## src/hdl/pfm_map.svh

```systemverilog
// register offsets, reset values, field positions and counts for pfm
`ifndef PFM_MAP_SVH
`define PFM_MAP_SVH
`define PFM_OFS_GP_EN 8'h00
`define PFM_OFS_GP_DIR 8'h04
`define PFM_OFS_GP_OUT 8'h08
`define PFM_OFS_GP_IN 8'h0C
`define PFM_OFS_IRQ_CTL 8'h10
`define PFM_OFS_STRAP 8'h14
`define PFM_GP_EN_RST 16'h00F9
`define PFM_GP_DIR_RST 16'h0000
`define PFM_GP_OUT_RST 16'h0000
`define PFM_IRQ_CTL_RST 9'h000
`define PFM_IRQ_POL 3:0
`define PFM_IRQ_IEN 7:4
`define PFM_IRQ_GP0 8
`define PFM_PIN_GP0 0
`define PFM_PIN_QTR 1
`define PFM_PIN_SIX 2
`define PFM_PIN_SER2 8
`define PFM_EXT_PINS 7:4
`define PFM_PCI_GP 15:9
`define PFM_HD_UPPER 31:16
`define PFM_QTR_LAST 3'h1
`define PFM_SIX_LAST 3'h2
`define PFM_MUL_X1 5'h01
`define PFM_MUL_X6 5'h06
`define PFM_MUL_X12 5'h0C
`define PFM_MUL_X20 5'h14
`define PFM_EMU_CODE_BSCAN 2'h0
`define PFM_EMU_CODE_EMUL 2'h3
`define PFM_HTRANS_NONSEQ 2'h2
`define PFM_HSIZE_WORD 3'h2
`endif

```

## src/hdl/pfm_pkg.sv

```systemverilog
// types shared by the pin function mux
`default_nettype none
package pfm_pkg;
    // board strap levels, caught once after reset
    typedef struct packed {
        logic pci_en;
        logic cell_en;
        logic host_width;
        logic [1:0] pll_sel;
        logic [1:0] emu;
    } pfm_strap_t;

    typedef enum logic [1:0] {
        PFM_EMU_BSCAN,
        PFM_EMU_RESERVED,
        PFM_EMU_EMUL
    } pfm_emu_t;

    // one bidirectional pin group: drive value, drive enable
    typedef struct packed {
        logic [31:0] d_out;
        logic [31:0] d_oe;
    } pfm_drive32_t;

    // whole state of the block
    typedef struct packed {
        logic captured;
        pfm_strap_t strap;
        logic [15:0] gp_en;
        logic [15:0] gp_dir;
        logic [15:0] gp_out;
        logic [8:0] irq_ctl;
        logic [3:0] ext_prev;
        logic nmi_prev;
        logic [3:0] ext_pulse;
        logic nmi_pulse;
        logic [2:0] qtr_cnt;
        logic qtr_clk;
        logic [2:0] six_cnt;
        logic six_clk;
        logic wr_pend;
        logic [7:0] wr_addr;
        logic [31:0] rdata;
    } pfm_state_t;
endpackage
`default_nettype wire

```

## src/hdl/pfm_top.sv

```systemverilog
// pin function mux, strap capture and mode decode
// Behaviour
// - pci strap picks host port plus gpio 15..9, or pci on the shared pins
// - cell or pci core disabled by strap: its own pins are undriven
// - gpio 9..15 carry no function after reset until software enables them
// - pin 1 outputs core clock / 4 by default, or gpio 1 when enabled
// - pin 2 outputs core clock / 6 by default, or gpio 2 when enabled
// - pll select straps give multiplier 1, 6, 12 or 20
// - emulation pins 00 boundary scan, 01/10 reserved, 11 emulation
// - core runs freely under boundary scan or emulation setting
// - nmi raised only on a rising edge of its pin
// - gpio 4..7 enabled as inputs after reset
// - enabled interrupt pins 4..7 detect edges, polarity per pin
// - gpio 3 enabled as input after reset
// - gpio 0 input by default, or output, or gpio interrupt output
// - pin 8 is serial port 2 clock input by default, or gpio 8
// - host irq pin is output in host mode, frame pin in pci mode
// - gpio active only when enabled; direction 0 input, 1 output; pins 4..7 stay input either way
// - width strap 0 gives 16-bit host port, upper data undriven
//
// Our own choices: the AHB-Lite register port and the placing of the registers.
`default_nettype none
`include "pfm_map.svh"
module pfm_top (
    input wire logic hclk,
    input wire logic hresetn,
    input wire logic hsel,
    input wire logic [31:0] haddr,
    input wire logic [1:0] htrans,
    input wire logic hwrite,
    input wire logic [2:0] hsize,
    input wire logic [31:0] hwdata,
    input wire logic hready,
    output logic hreadyout,
    output logic hresp,
    output logic [31:0] hrdata,
    input wire pfm_pkg::pfm_strap_t strap_pins,
    input wire logic nmi_pin,
    input wire logic [15:0] gpio_in,
    output logic [15:0] gpio_out,
    output logic [15:0] gpio_oe,
    input wire logic gp0_irq_src,
    output logic serial2_ext_clock_in,
    input wire logic [6:0] pci_gp_out,
    input wire logic [6:0] pci_gp_oe,
    output logic [6:0] pci_gp_in,
    input wire logic [31:0] hd_in,
    output pfm_pkg::pfm_drive32_t hd_drive,
    input wire pfm_pkg::pfm_drive32_t hpi_drive,
    output logic [31:0] hpi_d_in,
    input wire pfm_pkg::pfm_drive32_t pci_ad_drive,
    output logic [31:0] pci_ad_in,
    input wire logic [3:0] hctl_in,
    output logic [3:0] hctl_out,
    output logic [3:0] hctl_oe,
    output logic [1:0] host_register_select,
    output logic host_halfword_select,
    output logic host_read_write_select,
    input wire logic [3:0] pci_ctl_out,
    input wire logic [3:0] pci_ctl_oe,
    output logic [3:0] pci_ctl_in,
    input wire logic hirq_in,
    output logic hirq_out,
    output logic hirq_oe,
    input wire logic host_irq_out,
    input wire logic pci_frame_out,
    input wire logic pci_frame_oe,
    output logic pci_frame_in,
    input wire logic [7:0] cell_core_out,
    input wire logic [7:0] cell_core_oe,
    output logic [7:0] cell_pin_out,
    output logic [7:0] cell_pin_oe,
    input wire logic [1:0] pci_only_out,
    input wire logic [1:0] pci_only_oe,
    output logic [1:0] pci_only_pin_out,
    output logic [1:0] pci_only_pin_oe,
    output logic [4:0] pll_multiplier,
    output pfm_pkg::pfm_emu_t emu_mode,
    output logic cpu_free_run,
    output logic [3:0] external_irq_pin,
    output logic nmi_irq,
    output logic host_port_16bit,
    output logic pci_mode
);
    pfm_pkg::pfm_state_t s_q;
    pfm_pkg::pfm_state_t s_d;
    logic [15:0] gp_act;
    logic [15:0] gp_drv;
    logic [3:0] ext_lvl;
    logic [3:0] ext_hit;
    logic [7:0] rd_addr;
    logic rd_take;

    // next state: straps, registers, dividers, edge detectors
    always_comb begin
        s_d = s_q;
        rd_take = 1'b0;
        rd_addr = haddr[7:0];
        // straps caught on the first edge after reset release
        if (!s_q.captured) begin
            s_d.captured = 1'b1;
            s_d.strap = strap_pins;
        end
        // divider for the quarter rate clock
        if (s_q.qtr_cnt == `PFM_QTR_LAST) begin
            s_d.qtr_cnt = '0;
            s_d.qtr_clk = ~s_q.qtr_clk;
        end else begin
            s_d.qtr_cnt = s_q.qtr_cnt + 3'h1;
        end
        // divider for the sixth rate clock
        if (s_q.six_cnt == `PFM_SIX_LAST) begin
            s_d.six_cnt = '0;
            s_d.six_clk = ~s_q.six_clk;
        end else begin
            s_d.six_cnt = s_q.six_cnt + 3'h1;
        end
        // nmi fires on a rising edge only
        s_d.nmi_prev = nmi_pin;
        s_d.nmi_pulse = nmi_pin & ~s_q.nmi_prev;
        // external interrupt edges on pins 4..7
        s_d.ext_prev = ext_lvl;
        s_d.ext_pulse = ext_hit;
        // write data phase of a previous address phase
        s_d.wr_pend = 1'b0;
        if (s_q.wr_pend) begin
            unique case (s_q.wr_addr)
                `PFM_OFS_GP_EN: s_d.gp_en = hwdata[15:0];
                `PFM_OFS_GP_DIR: s_d.gp_dir = hwdata[15:0];
                `PFM_OFS_GP_OUT: s_d.gp_out = hwdata[15:0];
                `PFM_OFS_IRQ_CTL: s_d.irq_ctl = hwdata[8:0];
                default: ;
            endcase
        end
        // address phase
        if (hsel && hready && htrans == `PFM_HTRANS_NONSEQ) begin
            if (hwrite) begin
                s_d.wr_pend = 1'b1;
                s_d.wr_addr = haddr[7:0];
            end else begin
                rd_take = 1'b1;
            end
        end
        // read data sees any write landing in this same cycle
        if (rd_take) begin
            unique case (rd_addr)
                `PFM_OFS_GP_EN: s_d.rdata = {16'h0000, s_d.gp_en};
                `PFM_OFS_GP_DIR: s_d.rdata = {16'h0000, s_d.gp_dir};
                `PFM_OFS_GP_OUT: s_d.rdata = {16'h0000, s_d.gp_out};
                `PFM_OFS_GP_IN: s_d.rdata = {16'h0000, gpio_in & gp_act};
                `PFM_OFS_IRQ_CTL: s_d.rdata = {23'h000000, s_d.irq_ctl};
                `PFM_OFS_STRAP: s_d.rdata = {25'h0000000, s_q.strap};
                default: s_d.rdata = 32'h00000000;
            endcase
        end
    end

    // per pin enable and drive for the general purpose pins
    always_comb begin
        gp_act = s_q.gp_en;
        // gpio 9..15 only exist while pci is off
        if (s_q.strap.pci_en) begin
            gp_act[`PFM_PCI_GP] = 7'h00;
        end
        gp_drv = gp_act & s_q.gp_dir;
        ext_lvl = gpio_in[`PFM_EXT_PINS] ^ s_q.irq_ctl[`PFM_IRQ_POL];
        // polarity 0 rising, 1 falling; enabled pins 4..7 only
        ext_hit = ext_lvl & ~s_q.ext_prev & s_q.irq_ctl[`PFM_IRQ_IEN]
            & gp_act[`PFM_EXT_PINS] & ~s_q.gp_dir[`PFM_EXT_PINS];
    end

    // state register, reset loads constants only
    always_ff @(posedge hclk or negedge hresetn) begin
        if (!hresetn) begin
            s_q <= '0;
            s_q.gp_en <= `PFM_GP_EN_RST;
            s_q.gp_dir <= `PFM_GP_DIR_RST;
            s_q.gp_out <= `PFM_GP_OUT_RST;
            s_q.irq_ctl <= `PFM_IRQ_CTL_RST;
        end else begin
            s_q <= s_d;
        end
    end

    // bus answers: zero wait, always okay
    assign hreadyout = 1'b1;
    assign hresp = 1'b0;
    assign hrdata = s_q.rdata;

    // gpio pin drive with clock outputs on pins 1 and 2
    always_comb begin
        gpio_out = s_q.gp_out;
        gpio_oe = gp_drv;
        if (!gp_act[`PFM_PIN_QTR]) begin
            gpio_out[`PFM_PIN_QTR] = s_q.qtr_clk;
            gpio_oe[`PFM_PIN_QTR] = 1'b1;
        end
        if (!gp_act[`PFM_PIN_SIX]) begin
            gpio_out[`PFM_PIN_SIX] = s_q.six_clk;
            gpio_oe[`PFM_PIN_SIX] = 1'b1;
        end
        // pin 0 as output may carry the interrupt signal instead
        if (s_q.irq_ctl[`PFM_IRQ_GP0]) begin
            gpio_out[`PFM_PIN_GP0] = gp0_irq_src;
        end
        // gpio 4..7 are input only
        gpio_oe[`PFM_EXT_PINS] = 4'h0;
        // pci owns pins 9..15 in pci mode
        if (s_q.strap.pci_en) begin
            gpio_out[`PFM_PCI_GP] = pci_gp_out;
            gpio_oe[`PFM_PCI_GP] = pci_gp_oe;
        end
    end

    // serial port 2 clock comes from pin 8 unless it is a gpio
    assign serial2_ext_clock_in =
        gp_act[`PFM_PIN_SER2] ? 1'b0 : gpio_in[`PFM_PIN_SER2];
    assign pci_gp_in = s_q.strap.pci_en ? gpio_in[`PFM_PCI_GP] : 7'h00;

    // shared data bus: host port or pci address/data
    always_comb begin
        if (s_q.strap.pci_en) begin
            hd_drive = pci_ad_drive;
        end else begin
            hd_drive = hpi_drive;
            // 16-bit host port leaves the upper lane undriven
            if (!s_q.strap.host_width) begin
                hd_drive.d_oe[`PFM_HD_UPPER] = 16'h0000;
            end
        end
    end
    assign hpi_d_in = s_q.strap.pci_en ? 32'h00000000 : hd_in;
    assign pci_ad_in = s_q.strap.pci_en ? hd_in : 32'h00000000;

    // host control pins are inputs in host mode
    always_comb begin
        hctl_out = pci_ctl_out;
        hctl_oe = s_q.strap.pci_en ? pci_ctl_oe : 4'h0;
        pci_ctl_in = s_q.strap.pci_en ? hctl_in : 4'h0;
        host_register_select = s_q.strap.pci_en ? 2'h0 : hctl_in[1:0];
        host_read_write_select = ~s_q.strap.pci_en & hctl_in[3];
        // halfword select only means something in 16-bit mode
        host_halfword_select = ~s_q.strap.pci_en & ~s_q.strap.host_width
            & hctl_in[2];
    end

    // host irq pin: output to host, or pci frame
    always_comb begin
        if (s_q.strap.pci_en) begin
            hirq_out = pci_frame_out;
            hirq_oe = pci_frame_oe;
        end else begin
            hirq_out = host_irq_out;
            hirq_oe = 1'b1;
        end
    end
    assign pci_frame_in = s_q.strap.pci_en & hirq_in;

    // pins owned by a single core go undriven when it is off
    assign cell_pin_out = s_q.strap.cell_en ? cell_core_out : 8'h00;
    assign cell_pin_oe = s_q.strap.cell_en ? cell_core_oe : 8'h00;
    assign pci_only_pin_out = s_q.strap.pci_en ? pci_only_out : 2'h0;
    assign pci_only_pin_oe =
        s_q.strap.pci_en ? pci_only_oe : 2'h0;

    // pll multiplier from the clock mode straps
    always_comb begin
        unique case (s_q.strap.pll_sel)
            2'h0: pll_multiplier = `PFM_MUL_X1;
            2'h1: pll_multiplier = `PFM_MUL_X6;
            2'h2: pll_multiplier = `PFM_MUL_X12;
            2'h3: pll_multiplier = `PFM_MUL_X20;
        endcase
    end

    // emulation pin decode
    always_comb begin
        unique case (s_q.strap.emu)
            `PFM_EMU_CODE_BSCAN: emu_mode = pfm_pkg::PFM_EMU_BSCAN;
            `PFM_EMU_CODE_EMUL: emu_mode = pfm_pkg::PFM_EMU_EMUL;
            default: emu_mode = pfm_pkg::PFM_EMU_RESERVED;
        endcase
    end
    assign cpu_free_run = s_q.captured
        && emu_mode != pfm_pkg::PFM_EMU_RESERVED;

    // event pulses and mode flags
    assign external_irq_pin = s_q.ext_pulse;
    assign nmi_irq = s_q.nmi_pulse;
    assign host_port_16bit = ~s_q.strap.pci_en & ~s_q.strap.host_width;
    assign pci_mode = s_q.strap.pci_en;
endmodule // pfm_top
`default_nettype wire

```

## config.mk

```make
export PLATFORM = sky130hd
export DESIGN_NAME = pfm_top
export DESIGN_NICKNAME = d
export VERILOG_FILES = /design/src/hdl/pfm_pkg.sv /design/src/hdl/pfm_top.sv
export VERILOG_INCLUDE_DIRS = /design/src /design/src/hdl
export SDC_FILE = /design/constraint.sdc
export NUM_CORES = 1
export LEC_CHECK = 0
export BUFFER_PORTS_ARGS = -buffer_cell sky130_fd_sc_hd__buf_4
export CORE_AREA = 2 2 221 223
export DETAILED_ROUTE_END_ITERATION = 16
export DIE_AREA = 0 0 223 225
export GPL_ROUTABILITY_DRIVEN = 0
export SETUP_SLACK_MARGIN = 0.02
export SLEW_MARGIN = 0
export SYNTH_ARGS = -nofsm -noshare
export SYNTH_HDL_FRONTEND = slang
export SYNTH_SLANG_ARGS = --single-unit
```

## constraint.sdc

```tcl
create_clock -name hclk -period 2.2 [get_ports hclk]
set_input_delay 0.66 -clock hclk [delete_from_list [all_inputs] [get_ports hclk]]
set_output_delay 0.66 -clock hclk [all_outputs]
set_load 0.1 [all_outputs]
```

# Yosys cells after proc, flatten, opt, wreduce, memory -nomap -nowiden
# Index checks and enable logic that the tools add are counted.
[word_totals]
register_bits = 124
inputBits = 309
output_inout_bits = 256
word_cells = 103
[classes]
addsub = 2
eq_ne = 16
mux = 37
bitwise_logic = 19
n_reduce_logical = 8
[op_table]
columns = ["op", "count"]
rows = [
  ["$pmux W16 S6", 1],
  ["$mux W16", 4],
  ["$mux W32", 2],
  ["$mux W64", 1],
  ["$mux W57", 1],
  ["$and A16 B16 Y16", 2],
  ["$mux W7", 4],
  ["$mux W9", 3],
  ["$eq A8 B4 Y1 const B", 3],
  ["$eq A8 B5 Y1 const B", 3],
  ["$pmux W5 S4", 1],
  ["$and A4 B4 Y4", 4],
  ["$eq A8 B3 Y1 const B", 2],
  ["$logic_not A8 Y1", 2],
  ["$mux W8", 2],
  ["$mux W1", 10],
  ["$eq A2 B2 Y1 const B", 4],
  ["$mux W4", 2],
  ["$not A4 Y4", 2],
  ["$add A3 B1 Y3 const B", 2],
  ["$mux W2", 3],
  ["$mux W3", 2],
  ["$and A1 B1 Y1", 5],
  ["$not A1 Y1", 5],
  ["other kinds (9)", 12],
]

# Logic depth before layout (Yosys ltp)
[depth]
depth_word = 5
depth_mapped = 7

# Least setup slack after synthesis
# OpenSTA, ideal clock, no wires.
[synth_timing]
kind = "register to output"
from = "register s_q (netlist bit pci_mode)"
to = "output gpio_oe[10]"
arrival_time_ns = 3.527
required_ns = 1.540
setup_slack_ns = -1.987
path_stages_with_launch = 5
path_cell_list = "dfrtp_1 > clkbuf_1 > clkbuf_1 > clkbuf_1 > o21ai_0"
[synth_between]
elab_chain_cells = 3
[synth_rtl]
columns = ["item", "line", "text"]
rows = [
  ["start: declaration", "pfm_top.sv:85", "pfm_pkg::pfm_state_t s_q;"],
  ["$mux W7", "pfm_top.sv:162", "if (s_q.strap.pci_en) begin"],
  ["$and A16 B16 Y16", "pfm_top.sv:165", "gp_drv = gp_act & s_q.gp_dir;"],
  ["$mux W7 *", "pfm_top.sv:209", "if (s_q.strap.pci_en) begin"],
  ["end: declaration", "pfm_top.sv:41", "output logic [15:0] gpio_oe,"],
]
# Mark *: on every way between the ends. The rest lies on a longest branch, timed or not.

==> run_results.csv <==
group,metric,value,unit
outcome,status,"complete, but fails checks",
outcome,violations,"setup timing",
worst_setup_path,cp-end-kind,"primary output",
floorplan,die_width,223,um
timing,finalClockSkew,0.00858,ns
worst_setup_path,path_cells,"buf_12, buf_4, mux2_4, buf_12",
worst_setup_path,startpoint_type,"flop",
route,wl_per_cell,21.3,um
worst_setup_path,worstRegToRegCells,7,
timing,setup_viol,176,
floorplan,die_y,225,um
clocking,clk_path_buf_depth,2,
logic_synthesis,ys_warn_count,0,
logic_synthesis,synth_edf_count,0,
logic_synthesis,synthArstFlopShare,1.00,
clocking,cts-root-buf,"clkbuf_16",
clocking,tritoncts,"built",
worst_setup_path,cp_slowest_stage_delay,0.52,ns
logic_synthesis,yosysMostFrequentCell,"mux2_2",
worst_setup_path,r2r_end,"hrdata[6]",
logic_synthesis,yosys-top-cells-area,"dfrtp_1 36%, mux2_2 18%, and2_1 6.5%",
timing,slew_viol_final,0,
logic_synthesis,avgSynthCellArea,9.47,um2
logic_synthesis,synth_top_area_frac,0.355,
floorplan,core_area,47500,um2
worst_setup_path,critPathBufInv,3,
finish,layout-drive-gt1-share,0.689,
grt,grt_pass1_wl,56400,um
route,totalWireLength,40700,um
logic_synthesis,synth-seq-area-share,0.377,
finish,diodes,0,
timing,rsz0062_at_grt,"true",
min_path,hp-class,"input pin to async pin",
worst_setup_path,crit_family,"flip-flops",
grt,antenna_found_initial,3,
timing,fin_crit,2.41,ns
grt,grt_pass1_vias,8261,
clocking,cts.sinks,108,
worst_setup_path,crit_type,"flop to primary output",
finish,areaGrowthSynthToFinish,118,%
worst_setup_path,reg2reg_from,"s_q[36]",
clocking,insertion_delay,0.37,ns
logic_synthesis,netlist_area,7190,um2
timing,finalWorstSetupSlack,-0.212,ns
route,drc,0,
floorplan,start_util,0.151,
worst_setup_path,cp_data_required_time,1.54,ns
clocking,clk_pin_slew_worst_paths,0.08,ns
floorplan,ioPinCount,565,
logic_synthesis,ys_seq_elements,108,
worst_setup_path,crit_arrival,1.75,ns
floorplan,num_rows,80,
timing,hold_slack,0.158,ns
placement,placed_cell_area,12700,um2
finish,stdcell_area,15700,um2
logic_synthesis,synth_cell_types,55,
pwr,power_density,682,nW/um2
worst_setup_path,slowest_stage,"dfrtp_4",
route,routed_via_density,4.17,
timing,post-route-period-util,1.10,
route,postRouteAntennaNets,0,
finish,final_util,0.329,
clocking,cts-hold-fix-buffers,0,
finish,fin_nets,1600,
worst_setup_path,cp_max_fo,15,
clocking,h-tree-depth,3,
route,dr.pass1.iters,4,
worst_setup_path,reg2reg_slack,-0.10,ns
clocking,numCtsBuffers,9,
logic_synthesis,synth_flop_cell,"dfrtp_1",
floorplan,die_area,50200,um2
worst_setup_path,cp_common_cell,"buf_12",
route,drtIter0Drc,410,
grt,overflow,0,
route,vias,7959,
placement,dp_hpwl,33100,um
run,drv_cap,0,
grt,grt_max_degree,40,
logic_synthesis,yosys.area.top_type,"dfrtp_1",
finish,fillers,4689,
pwr,power.leakage,7.32,nW
logic_synthesis,netlist_instances,759,
timing,hold_violations,0,
grt,track_usage,0.154,
pwr,ir_drop,0.378,mV
placement,io_buffer_count,491,
logic_synthesis,synthTopCellsByCount,"114 x mux2_2, 102 x dfrtp_1, 93 x nand2_1",
worst_setup_path,crit_cells,4,
timing,max_freq,415,MHz
report_power, final:
| part | internal [mW] | switching [mW] |
|---|---|---|
| registers | 2.21 | 0.179 |
| clock network | 1.04 | 0.811 |
| logic | 2.34 | 4.10 |
| total | 5.59 | 5.09 |
how the worst max path moves through the flow:
stage             start                    to
3_5_place_dp    s_q[36]             hrdata[8]
4_1_cts        pci_mode          hd_drive[63]
5_1_grt        pci_mode           hd_drive[2]
3_3_place_gp    s_q[36]             hrdata[6]
2_1_floorplan  pci_mode  host_halfword_select
6_report       pci_mode          hd_drive[63]
per-stage QoR:
step | setup slack (ns) | TNS [ns] | total power, mW | std cells
after detailed placement | -0.198 | -2.24 | 7.81 | 1865
after global placement | -0.182 | -2.24 | 7.76 | 1865
after floorplan | -0.371 | -20.25 | 6.49 | 780
after CTS | -0.241 | -26.44 | 10.6 | 1905
after global routing | -0.259 | -30.48 | 11.0 | 1910
final | -0.212 | -20.85 | 10.7 | 1910
worst register-to-register path: stages (launching register included):
cell       delay, ns
dfrtp_1         0.40
or4_4           0.55
nor3_4          0.23
buf_6           0.16
buf_6           0.12
mux2_4          0.31
a2111oi_4       0.29
a31oi_1         0.12
routing by layer:
layer | wire length, um | global-route usage
met1 | 17400 | 0.199
met4 | 583 | 0.0325
met3 | 3330 | 0.0510
met2 | 19400 | 0.250
met5 | 29 | 0
kinds of logic (layout without fill, tap and decap cells):
logic type,after synthesis,after routing,share of synthesized area
muxes,117,117,0.183
and+or+nand+nor,321,321,0.248
buffers and inverters,106,621,0.0858
other,2,23,0.00104
xor gates and xnor gates,9,9,0.0110
DFF,108,108,0.377
adders and majority gates,1,1,0.00174
AOI/OAI and AO/OA,95,95,0.0924
flip-flops by register name, summed over array words and instances, names as in the netlist:
signal,flops
gp_act,9
pci_mode,1
gpio_out,6
s_q,71
nmi_irq,1
hrdata,16
external_irq_pin,4
layout make-up:
cell class | count | area, um2 | area share
well taps | 615 | 769 | 0.0492
multi-input cells | 566 | 5010 | 0.320
inverters | 8 | 33.8 | 0.00216
flip-flops and latches | 108 | 2720 | 0.174
repair buffers | 597 | 6790 | 0.434
clock buffers | 10 | 239 | 0.0153
clock inverters | 6 | 93.8 | 0.00600
cell usage in the layout, fill, tap and decap left out, types with 6 or more instances in the layout:
cell type | netlist | final
clkbuf_16 | 0 | 9
o21ai_0 | 27 | 19
conb_1 | 2 | 23
buf_8 | 1 | 7
and2_1 | 75 | 22
buf_4 | 53 | 382
dfrtp_1 | 102 | 98
inv_1 | 8 | 7
o22ai_1 | 6 | 6
a21oi_1 | 7 | 7
mux2_4 | 1 | 49
nand3_1 | 24 | 22
and2_4 | 0 | 53
and3_1 | 23 | 23
nor2b_4 | 0 | 37
buf_12 | 0 | 168
a22o_4 | 0 | 16
nand2_1 | 93 | 86
a311oi_1 | 6 | 6
nor2_1 | 13 | 12
dfstp_2 | 6 | 6
nor2b_1 | 49 | 9
buf_6 | 1 | 40
o21ai_4 | 0 | 7
a22oi_2 | 0 | 7
mux2_2 | 114 | 66
what timing repair did:
item	CTS	global route
pin swaps	17	16
resized for setup	515	58
setup buffers	22	11
endpoints found under the setup margin	203	188
cloned	4	0
Note: power is estimated with default switching activity, not from simulation.
